===== src/include/sdc_pkg.sv =====
// Shared constants and types for the component-mode serdes clocking block
// What this block does
// (RQ1) Capture serial data on both fast-clock phases
// (RQ2) Deliver words at fast rate over width/2
// (RQ3) Fabric feeds one divided clock to FIFO read
// (RQ4) Without FIFO, words follow internal divided strobe
// (RQ5) Serializer samples parallel words on divided strobe
// (RQ6) Serializer shifts bit pairs on fast clock
// (RQ7) Width two needs no divided clock
// (RQ8) Tristate control is a combinational feed-through
// (RQ9) Delay line control clock equals divided clock
// (RQ10) All nibble delays share one reference rate setting
// (RQ11) Ready only when all nibble delays calibrated
// (RQ12) Release application 64 cycles after ready; code raises app_release 65 cycles after calibration_done_flag rises
package sdc_pkg;
    // Parallel word width and double-data-rate bits per fast cycle
    localparam int unsigned SDC_DATA_WIDTH = 8;
    localparam int unsigned SDC_DDR_BITS = 2;
    // Delay lines per nibble: native and mixed component ones
    localparam int unsigned SDC_NATIVE_LINES = 4;
    localparam int unsigned SDC_COMPONENT_LINES = 2;
    // Cycles of settled readiness before the application is released
    localparam int unsigned SDC_RELEASE_CYCLES = 64;
    localparam int unsigned SDC_RELEASE_CNT_W = 7;
    // Reset values of the sticky, valid, ready and release flags
    localparam logic SDC_FLAG_RESET = 1'b0;

    // Release sequencer states, one-hot
    typedef enum logic [2:0] {
        SDC_CAL_WAIT = 3'b001,
        SDC_CAL_HOLD = 3'b010,
        SDC_CAL_RUN = 3'b100
    } sdc_release_state_t;
endpackage : sdc_pkg


===== src/hdl/sdc_word_buffer.sv =====
// Two-entry word buffer with registered outputs between deserializer and fabric
`timescale 1ns/10ps
`default_nettype none
module sdc_word_buffer #(
    parameter int unsigned WIDTH = sdc_pkg::SDC_DATA_WIDTH
) (
    input wire logic core_clk,
    input wire logic reset,
    input wire logic in_valid,
    input wire logic [WIDTH-1:0] in_data,
    output logic in_ready,
    output logic out_valid,
    output logic [WIDTH-1:0] out_data,
    input wire logic out_ready
);
    import sdc_pkg::*;

    // A word needs at least one bit
    if (WIDTH < 1) begin : g_bad_width
        $error("WIDTH must be at least one");
    end

    logic spare_valid;
    logic [WIDTH-1:0] spare_data;
    wire out_free = out_ready || !out_valid;
    wire in_take = in_valid && in_ready;

    // The spare entry only fills while the output stage is stalled
    assign in_ready = !spare_valid;

    // Output stage: spare first, so words leave in arrival order
    always_ff @(posedge core_clk) begin
        if (reset) begin
            out_valid <= SDC_FLAG_RESET;
            out_data <= '0;
            spare_valid <= SDC_FLAG_RESET;
            spare_data <= '0;
        end else if (out_free) begin
            if (spare_valid) begin
                out_data <= spare_data;
                out_valid <= 1'b1;
                spare_valid <= 1'b0;
            end else begin
                out_data <= in_data;
                out_valid <= in_valid;
            end
        end else if (in_take) begin
            spare_data <= in_data;
            spare_valid <= 1'b1;
        end
    end

    a_hold_stall: assert property (@(posedge core_clk) disable iff (reset)
        out_valid && !out_ready |=> out_valid && $stable(out_data))
        else $error("buffer output changed while stalled");
    a_full_refuse: assert property (@(posedge core_clk) disable iff (reset)
        spare_valid && !out_ready |=> !in_ready)
        else $error("full buffer accepted a word");
    a_pass_through: assert property (@(posedge core_clk) disable iff (reset)
        in_take && !out_valid |=> out_valid && out_data == $past(in_data))
        else $error("word did not reach empty output");
    c_buffer_fills: cover property (@(posedge core_clk) disable iff (reset) spare_valid);
endmodule : sdc_word_buffer
`default_nettype wire


===== src/hdl/sdc_serdes.sv =====
// Component-mode deserializer, serializer, word divider and calibration release
`timescale 1ns/10ps
`default_nettype none
module sdc_serdes #(
    parameter int unsigned DATA_WIDTH = sdc_pkg::SDC_DATA_WIDTH,
    parameter int unsigned NATIVE_LINES = sdc_pkg::SDC_NATIVE_LINES,
    parameter int unsigned COMPONENT_LINES = sdc_pkg::SDC_COMPONENT_LINES
) (
    input wire logic core_clk,
    input wire logic reset,
    // Serial line, one bit per fast-clock phase
    input wire logic ser_in_rise,
    input wire logic ser_in_fall,
    output logic ser_out_rise,
    output logic ser_out_fall,
    input wire logic tx_block_tri,
    output logic pad_oe_n,
    // Divided word strobe
    output logic divided_word_clock,
    // Receive words
    input wire logic rx_fifo_enable,
    output logic rx_valid,
    output logic [DATA_WIDTH-1:0] rx_word,
    input wire logic rx_ready,
    output logic rx_overflow,
    input wire logic rx_overflow_clear,
    // Transmit words
    input wire logic tx_valid,
    input wire logic [DATA_WIDTH-1:0] tx_word,
    output logic tx_ready,
    // Nibble calibration
    input wire logic [NATIVE_LINES-1:0] native_cal_done,
    input wire logic [COMPONENT_LINES-1:0] component_cal_done,
    output logic calibration_done_flag,
    output logic app_release
);
    import sdc_pkg::*;

    localparam int unsigned DIV = DATA_WIDTH / SDC_DDR_BITS;
    localparam int unsigned CNT_W = (DIV > 1) ? $clog2(DIV) : 1;
    localparam logic [CNT_W-1:0] DIV_LAST = CNT_W'(DIV - 1);
    localparam logic [SDC_RELEASE_CNT_W-1:0] RELEASE_LAST =
        SDC_RELEASE_CNT_W'(SDC_RELEASE_CYCLES - 1);

    // Widths must split evenly into bit pairs; refused while elaborating
    if (DATA_WIDTH < SDC_DDR_BITS || DATA_WIDTH % SDC_DDR_BITS != 0) begin : g_bad_width
        $error("DATA_WIDTH must be an even value of at least two");
    end
    if (NATIVE_LINES < 1 || COMPONENT_LINES < 1) begin : g_bad_lines
        $error("each nibble needs at least one delay line of each kind");
    end
    // The release counter must hold the full settling count
    if (SDC_RELEASE_CYCLES >= (1 << SDC_RELEASE_CNT_W)) begin : g_bad_release
        $error("release counter too narrow for the settling count");
    end

    // Word divider: fast clock over width/2 (RQ2); width two ticks every cycle
    logic [CNT_W-1:0] div_cnt;
    wire word_tick = (div_cnt == DIV_LAST); // RQ7
    wire [CNT_W-1:0] next_div_cnt = word_tick ? '0 : div_cnt + CNT_W'(1);
    wire next_tick = (next_div_cnt == DIV_LAST);

    always_ff @(posedge core_clk) begin
        if (reset) begin
            div_cnt <= '0;
            divided_word_clock <= (DIV == 1);
        end else begin
            div_cnt <= next_div_cnt; // RQ2
            divided_word_clock <= next_tick;
        end
    end

    // Deserializer: rise phase bit lands below fall bit, first pair in bit 0
    logic [DATA_WIDTH-1:0] rx_shift;
    wire [DATA_WIDTH-1:0] next_rx_shift;
    if (DIV == 1) begin : g_rx_pair
        assign next_rx_shift = {ser_in_fall, ser_in_rise};
    end else begin : g_rx_shift
        assign next_rx_shift = {ser_in_fall, ser_in_rise, rx_shift[DATA_WIDTH-1:SDC_DDR_BITS]};
    end

    always_ff @(posedge core_clk) begin
        if (reset) begin
            rx_shift <= '0;
        end else begin
            rx_shift <= next_rx_shift; // RQ1
        end
    end

    // Drain by the fabric in FIFO mode, else by the internal strobe
    wire buf_in_ready;
    wire buf_out_ready = rx_fifo_enable ? rx_ready : word_tick; // RQ4
    wire rx_push = word_tick;
    wire rx_drop = rx_push && !buf_in_ready;

    sdc_word_buffer #(
        .WIDTH(DATA_WIDTH)
    ) u_word_buffer (
        .core_clk(core_clk),
        .reset(reset),
        .in_valid(rx_push),
        .in_data(next_rx_shift),
        .in_ready(buf_in_ready),
        .out_valid(rx_valid),
        .out_data(rx_word),
        .out_ready(buf_out_ready)
    );

    // Sticky loss flag; a new loss wins over a clear in the same cycle
    always_ff @(posedge core_clk) begin
        if (reset) begin
            rx_overflow <= SDC_FLAG_RESET;
        end else if (rx_drop) begin
            rx_overflow <= 1'b1;
        end else if (rx_overflow_clear) begin
            rx_overflow <= 1'b0;
        end
    end

    // Serializer: word taken only on the divided strobe
    logic [DATA_WIDTH-1:0] tx_shift;
    wire tx_take = word_tick && tx_valid; // RQ5
    wire [DATA_WIDTH-1:0] tx_src = word_tick ? (tx_valid ? tx_word : '0) : tx_shift;
    wire [DATA_WIDTH-1:0] next_tx_shift = tx_src >> SDC_DDR_BITS;

    always_ff @(posedge core_clk) begin
        if (reset) begin
            tx_ready <= (DIV == 1);
            tx_shift <= '0;
            ser_out_rise <= 1'b0;
            ser_out_fall <= 1'b0;
        end else begin
            tx_ready <= next_tick; // RQ5
            tx_shift <= next_tx_shift;
            ser_out_rise <= tx_src[0]; // RQ6
            ser_out_fall <= tx_src[1]; // RQ6
        end
    end

    // Block tristate passes straight through; a registered one belongs in fabric
    assign pad_oe_n = tx_block_tri; // RQ8

    // Nibble ready needs every native and component delay line calibrated
    wire all_cal_done = (&native_cal_done) && (&component_cal_done);

    always_ff @(posedge core_clk) begin
        if (reset) begin
            calibration_done_flag <= SDC_FLAG_RESET;
        end else begin
            calibration_done_flag <= all_cal_done; // RQ11
        end
    end

    // Release sequencer: hold off the application after ready settles
    sdc_release_state_t rel_state;
    sdc_release_state_t next_rel_state;
    logic [SDC_RELEASE_CNT_W-1:0] rel_cnt;
    wire rel_done = (rel_cnt == RELEASE_LAST);

    always_comb begin
        next_rel_state = rel_state;
        unique case (rel_state)
            SDC_CAL_WAIT: begin
                if (calibration_done_flag) begin
                    next_rel_state = SDC_CAL_HOLD;
                end
            end
            SDC_CAL_HOLD: begin
                if (!calibration_done_flag) begin
                    next_rel_state = SDC_CAL_WAIT;
                end else if (rel_done) begin
                    next_rel_state = SDC_CAL_RUN; // RQ12
                end
            end
            SDC_CAL_RUN: begin
                if (!calibration_done_flag) begin
                    next_rel_state = SDC_CAL_WAIT;
                end
            end
            default: begin
                next_rel_state = SDC_CAL_WAIT;
            end
        endcase
    end

    // Counter runs only while holding; a lost ready restarts the wait
    always_ff @(posedge core_clk) begin
        if (reset) begin
            rel_state <= SDC_CAL_WAIT;
            rel_cnt <= '0;
            app_release <= SDC_FLAG_RESET;
        end else begin
            rel_state <= next_rel_state;
            rel_cnt <= (rel_state == SDC_CAL_HOLD) ? rel_cnt + SDC_RELEASE_CNT_W'(1) : '0;
            app_release <= (next_rel_state == SDC_CAL_RUN);
        end
    end

    // Helper counters watched only by the checks below
    logic [CNT_W:0] tick_gap;
    logic [SDC_RELEASE_CNT_W:0] ready_run;
    wire [SDC_DDR_BITS-1:0] tx_head = tx_word[SDC_DDR_BITS-1:0];
    always_ff @(posedge core_clk) begin
        if (reset) begin
            tick_gap <= '0;
            ready_run <= '0;
        end else begin
            tick_gap <= word_tick ? '0 : tick_gap + (CNT_W + 1)'(1);
            if (!calibration_done_flag) begin
                ready_run <= '0;
            end else if (!ready_run[SDC_RELEASE_CNT_W]) begin
                ready_run <= ready_run + (SDC_RELEASE_CNT_W + 1)'(1);
            end
        end
    end

    a_tick_period: assert property (@(posedge core_clk) disable iff (reset) // RQ2
        word_tick |-> tick_gap == (CNT_W + 1)'(DIV - 1))
        else $error("divided strobe period wrong");
    a_strobe_align: assert property (@(posedge core_clk) disable iff (reset) // RQ5
        divided_word_clock == word_tick && tx_ready == word_tick)
        else $error("word strobe out of step with divider");
    a_rx_capture: assert property (@(posedge core_clk) disable iff (reset) // RQ1
        1'b1 |=> rx_shift[DATA_WIDTH-1] == $past(ser_in_fall)
            && rx_shift[DATA_WIDTH-2] == $past(ser_in_rise))
        else $error("serial bits not captured");
    a_rx_no_fifo: assert property (@(posedge core_clk) disable iff (reset) // RQ4
        !rx_fifo_enable && rx_valid && !word_tick |=> rx_valid && $stable(rx_word))
        else $error("word moved between internal strobes");
    a_tx_first_pair: assert property (@(posedge core_clk) disable iff (reset) // RQ6
        tx_take |=> {ser_out_fall, ser_out_rise} == $past(tx_head))
        else $error("first serial pair wrong");
    a_tri_feed: assert property (@(posedge core_clk) disable iff (reset) // RQ8
        pad_oe_n == tx_block_tri)
        else $error("tristate not fed through");
    a_cal_all: assert property (@(posedge core_clk) disable iff (reset) // RQ11
        calibration_done_flag |-> &$past(native_cal_done) && &$past(component_cal_done))
        else $error("ready raised with a line uncalibrated");
    a_release_wait: assert property (@(posedge core_clk) disable iff (reset) // RQ12
        app_release |-> ready_run >= (SDC_RELEASE_CNT_W + 1)'(SDC_RELEASE_CYCLES))
        else $error("application released too early");
    a_overflow_sticky: assert property (@(posedge core_clk) disable iff (reset)
        rx_drop |=> rx_overflow)
        else $error("lost word not flagged");

    // Reverse directions, so a stuck-low flag or a lazy release cannot pass
    a_cal_follow: assert property (@(posedge core_clk) disable iff (reset) // RQ11
        &native_cal_done && &component_cal_done |=> calibration_done_flag)
        else $error("ready not raised with all lines calibrated");
    a_release_drop: assert property (@(posedge core_clk) disable iff (reset) // RQ12
        !calibration_done_flag |=> !app_release)
        else $error("release kept after ready dropped");
    a_release_exact: assert property (@(posedge core_clk) disable iff (reset) // RQ12
        $rose(app_release) |-> ready_run == (SDC_RELEASE_CNT_W + 1)'(SDC_RELEASE_CYCLES + 1))
        else $error("release not at the settling count");
    a_overflow_clear: assert property (@(posedge core_clk) disable iff (reset)
        rx_overflow_clear && !rx_drop |=> !rx_overflow)
        else $error("loss flag not cleared");
    a_tx_idle_zero: assert property (@(posedge core_clk) disable iff (reset) // RQ6
        word_tick && !tx_valid |=> !ser_out_rise && !ser_out_fall)
        else $error("idle take did not send zeros");

    c_rx_word: cover property (@(posedge core_clk) disable iff (reset) rx_valid && rx_ready);
    c_tx_word: cover property (@(posedge core_clk) disable iff (reset) tx_take);
    c_release: cover property (@(posedge core_clk) disable iff (reset) $rose(app_release));
    c_overflow: cover property (@(posedge core_clk) disable iff (reset) rx_drop);
endmodule : sdc_serdes
`default_nettype wire


===== config.mk =====
export PLATFORM = sky130hd
export DESIGN_NAME = sdc_serdes
export DESIGN_NICKNAME = d
export VERILOG_FILES = /design/src/include/sdc_pkg.sv /design/src/hdl/sdc_word_buffer.sv /design/src/hdl/sdc_serdes.sv
export SDC_FILE = /design/constraint.sdc
export NUM_CORES = 1
export LEC_CHECK = 0
export BUFFER_PORTS_ARGS = -buffer_cell sky130_fd_sc_hd__buf_2
export CORE_MARGIN = 1.5
export CORE_UTILIZATION = 30
export CTS_BUF_LIST = sky130_fd_sc_hd__clkbuf_16
export DETAILED_ROUTE_END_ITERATION = 7
export SYNTH_ARGS = -nofsm -noshare
export SYNTH_HDL_FRONTEND = slang
export SYNTH_SLANG_ARGS = --single-unit

===== constraint.sdc =====
create_clock -name core_clk -period 3.65 [get_ports core_clk]
set_clock_uncertainty 0.2 [all_clocks]
set_input_delay 0.5475 -clock core_clk [delete_from_list [all_inputs] [get_ports core_clk]]
set_output_delay 0.5475 -clock core_clk [all_outputs]
set_load 0.01 [all_outputs]

Word level (Yosys, flattened, before mapping)
Cells that the tools add are included.
- register bits: 52
- input bits: 23
- output and inout port bits: 17
- word-level logic and storage cells: 52
- mux-type cells: 13
- equal/unequal tests: 7
- $add $sub $neg: 2
- reductions and logical operators: 12
- bitwise logic cells: 2
- operator list (kind ; number):
    8-bit two-way mux ; 3
    3-bit two-way mux ; 4
    3-bit case mux with 3 select lines ; 1
    7-bit by 1-bit adder with 7-bit output (second input constant) ; 1
    7-bit by 6-bit == test with 1-bit output (second input constant) ; 1
    3-bit == test (second input constant) ; 2
    2-bit == test (second input constant) ; 2
    1-bit two-way mux ; 4
    2-bit AND reduction ; 2
    4-bit AND reduction ; 1
    2-bit OR reduction ; 2
    3-bit by 1-bit == test with 1-bit output (second input constant) ; 1
    3-bit by 2-bit == test with 1-bit output (second input constant) ; 1
    1-bit logical AND ; 3
    2-bit by 1-bit adder with 2-bit output (second input constant) ; 1
    1-bit logical NOT ; 2
    2-bit two-way mux ; 1
    1-bit NOT ; 2
    2-bit nonzero test ; 1
    1-bit logical OR ; 1

Longest topological paths before layout
- depth in word-level cells: 5
- mapped depth: 6
- gate-level depth less buffers: 4

Cells and area by module
A second synthesis with hierarchy kept.
- cells, all modules: 187
- area total of the unflattened synthesis: 1939.4 µm²
- by module, submodules not included (module ; cells an instance ; area an instance (µm²) ; times used):
    sdc_serdes ; 109 ; 1102.3 ; 1
    sdc_word_buffer ; 78 ; 837.1 ; 1

Least setup slack after synthesis
No wires, ideal clock.
- path kind: input to register
- from: input rx_ready
- to: register u_word_buffer.spare_data[2]
- setup slack: 1.874 ns
- buffers on the path: 1
- required time: 3.329 ns
- stages: 4
- arrival: 1.454 ns
- path through: nand2b_1 or3_1 buf_6 mux2_4
- cells in the longest elaborated chain, start to end: 4
- RTL lines (what ; RTL line ; text):
    start: declaration ; sdc_serdes.sv:24 ; input wire logic rx_ready,
    1-bit two-way mux ; sdc_serdes.sv:92 ; wire buf_out_ready = rx_fifo_enable ? rx_ready : word_tick;
    1-bit logical OR ; sdc_word_buffer.sv:25 ; wire out_free = out_ready || !out_valid;
    1-bit NOT (no source line) ; -- ;
    2-bit AND reduction (no source line) ; -- ;
    end signal: assignment ; sdc_word_buffer.sv:48 ; spare_data <= in_data;
    end: declaration ; sdc_word_buffer.sv:24 ; logic [WIDTH-1:0] spare_data;
Every way passes these cells.
A chain may end at the register's enable or synchronous reset.

Worst setup path in the final report
- from: register div_cnt[0]
- to: register u_word_buffer.out_data[1]
- cells in the longest elaborated chain, start to end: 3
- RTL lines (what ; RTL line ; text):
    start: declaration ; sdc_serdes.sv:58 ; logic [CNT_W-1:0] div_cnt;
    start signal: assignment ; sdc_serdes.sv:68 ; div_cnt <= next_div_cnt;
    2-bit == test ; sdc_serdes.sv:59 ; wire word_tick = (div_cnt == DIV_LAST);
    1-bit two-way mux ; sdc_serdes.sv:92 ;
    1-bit logical OR ; sdc_word_buffer.sv:25 ;
    end signal: assignment ; sdc_word_buffer.sv:40 ; out_data <= spare_data;
    end signal: assignment ; sdc_word_buffer.sv:44 ; out_data <= in_data;
    end: declaration ; sdc_word_buffer.sv:13 ; output logic [WIDTH-1:0] out_data,
Every way passes these cells.

==> metrics.cfg <==
[status]
status=complete, no violations

[routing]
drtPass1Iterations=4
initialDrtViolationCount=31
vias=1318
wirelength_microns=3380
via_per_inst=4.48
wl_per_cell_microns=11.5
drc=0
final_antenna_net_count=0

[timing]
finalCritPeriodShare_pct=61.8
slew_viol_final=0
period_needed_ns=2.25
maxSlewHeadroom_pct=44.8
final.setup.tns_ns=0
hold_viol_final=0
fmax_mhz=444
rsz0062_at_grt=false
worst_pin_slew_ns=0.828
setup_viol=0

[clocking]
cts-buffers-inserted=5
cts_setup_buffers=0
cts_root_buffer=clkbuf_16
cts_buffer_depth=2
clkSinkCount=48
htree_levels=2
hold_buffers=0
cts_tree=done
clk_pin_slew_ns=0.07
cts_resized=0
clock_latency_ns=0.29

[critical_path]
critPathLaunch=div_cnt[0]
cp-start-kind=flip-flop
ff2ff_path_depth=4
r2r-start=div_cnt[0]
crit_type=reg2reg
crit_end=u_word_buffer.out_data[1]
cp-end-kind=flip-flop
r2r_slack_ns=1.40
crit_arrival_ns=2.19
cp.required_ns=3.59
cp_max_fo=14
timing.rr.end=u_word_buffer.out_data[1]

[placed_design]
routabilityCongestion=0.653
dp_cells=286
portBuffers=37
dpl-instance-area_sq_mm=0.00213
place_hpwl_microns=2370

[logic_synthesis]
synth_edf_count=0
muxShareOfSynthArea_pct=9.84
syn-cell-area_sq_mm=0.00193
yosys_warnings=0
avgSynthCellArea_sq_um=10.4
ys.flop_type=dfxtp_1
synth.distinct_cells=30
synth_seq_area_share_pct=49.7
synth_area_leaders=dfxtp_1 (50%), nor2b_1 (6.5%), a211oi_2 (5.2%)
synthSimpleGateAreaFrac_pct=21.8
synth_compound_area_share_pct=10.2
synth-adder-area-share_pct=1.94
synth_area_leader_cell=dfxtp_1
synth-seq-cells=48
netlist.area_leader.share_pct=49.7
synthArstFlopShare_pct=0
synthTopCellsByCount=dfxtp_1 (48), nor2b_1 (20), nor2_1 (13), nor3_1 (11)
synth_top_family_by_area=simple AND/OR/NAND/NOR gates
post-synth-top-count-cell=dfxtp_1
synthesis.nets=211
synth-xor-area-share_pct=1.81
syn-instance-count=185

[floorplanning]
num_rows=29
fp.dieH_microns=83.2
dieArea_sq_mm=0.00693
pin_count=40
core_area_sq_mm=0.00628
die_w_microns=83.2
initial_core_util_pct=30.8

[power_and_ir_drop]
power.share.switching_pct=22.1
power_density_mw_per_mm2=462
sequentialPowerShare_pct=51.7
p_leak_nw=0.884
pwr-share-comb_pct=6.1
pwr-share-clk_pct=42.1
vdd_ir_drop_max_mv=0.216
power_w=0.00105
power.switching_w=0.000233
power.internal_w=0.000819

[worst_hold_path]
hold_path_class=reg2reg
min-delay-start=tx_shift[5]

[finish]
area_delta_synth_final_pct=17.8
finalNetCount=242
seq_area_sq_um=961
design_area_sq_mm=0.00228
layout-drive-gt1-share_pct=27.2
num_antenna_cells=0
multi_input_area_sq_um=881
fin_util_pct=36.3
finalNonFillerCells=294
fill_cells=640

[global_routing]
antenna_found_initial=0
grtUsageTotal_pct=10.4
grt_max_degree=42
grt_first_pass_wirelength_microns=5710
grt.overflow.total=0
grt_pass1_vias=1232

[run]
cap_violations=0

==> worst min path at each step <==
stage	end	slack, ns	cells past startpoint
2_1_floorplan	rel_cnt[0]	0.22	1
3_3_place_gp	rel_cnt[0]	0.23	1
3_5_place_dp	tx_shift[3]	0.24	2
4_1_cts	tx_shift[3]	0.25	2
5_1_grt	rel_cnt[0]	0.28	1
6_report	tx_shift[3]	0.25	2
==> power groups by stage <==
stage,logic [W],clock network [W],registers [W]
after CTS,0.0000659,0.000461,0.000544
after global placement,0.0000644,0,0.000556
after detailed placement,0.0000656,0,0.000556
after global routing,0.0000714,0.000483,0.000545
final,0.0000644,0.000443,0.000544
after floorplan,0.0000406,0,0.000558
==> cells in the final DEF (no fill, tap or decap), types with 2 or more instances in the layout <==
master and instances:
a211oi_2 8, a21oi_1 10, buf_2 37, clkbuf_16 5
dfxtp_1 48, ha_1 3, inv_1 3, mux2_4 6
mux2i_1 10, nand2_1 5, nand2b_1 7, nand3_1 4
nand4bb_1 3, nor2_1 13, nor2b_1 20, nor3_1 11
nor3b_1 2, o21ai_0 6, or3_1 3, xor2_1 3
==> worst max-delay path, stage by stage (launching register included) <==
cell and delay [ns]:
dfxtp_1 0.36, ha_1 0.43, nor2b_1 0.52, or2_1 0.48, a211oi_2 0.13
==> cells by family after synthesis <==
kind of cell | after synthesis
xor gates and xnor gates | 4
adders and majority gates | 3
muxes | 16
DFF | 48
buffers and inverters | 15
and+or+nand+nor | 73
AOI/OAI and AO/OA | 26
==> registers in the layout, indices dropped and copies added (netlist names) <==
| register | flops |
|---|---|
| ser_out_rise | 1 |
| div_cnt | 2 |
| ser_out_fall | 1 |
| rel_state | 3 |
| rx_shift | 6 |
| rx_overflow | 1 |
| app_release | 1 |
| u_word_buffer.spare_data | 8 |
| calibration_done_flag | 1 |
| u_word_buffer.out_data | 8 |
| u_word_buffer.out_valid | 1 |
| rel_cnt | 7 |
| u_word_buffer.spare_valid | 1 |
| tx_ready | 1 |
| tx_shift | 6 |
==> per-layer routing <==
| metal | vias up | track usage, % | part of all wire, % |
|---|---|---|---|
| li1 | 693 | - | - |
| met1 | 596 | 13.6 | 51 |
| met2 | 25 | 15.0 | 44 |
| met3 | 4 | 3.78 | 3.8 |
| met4 | 0 | 5.15 | 2.0 |
| met5 | - | 0 | 0 |
==> cell type report <==
cell class | count | share of cell area, %
clock buffer | 5 | 5.50
tap | 77 | 4.23
sequential | 48 | 42.2
clock inverter | 3 | 0.880
multi-input combinational | 122 | 38.7
inverter | 2 | 0.330
timing repair buffer | 37 | 8.14
==> stage by stage <==
stage | setup slack [ns] | hold WS, ns
after global routing | 1.22 | 0.279
after detailed placement | 1.37 | 0.243
after CTS | 1.34 | 0.251
after global placement | 1.44 | 0.232
final | 1.40 | 0.247
after floorplan | 1.87 | 0.218
(Power assumes the default switching activity.)
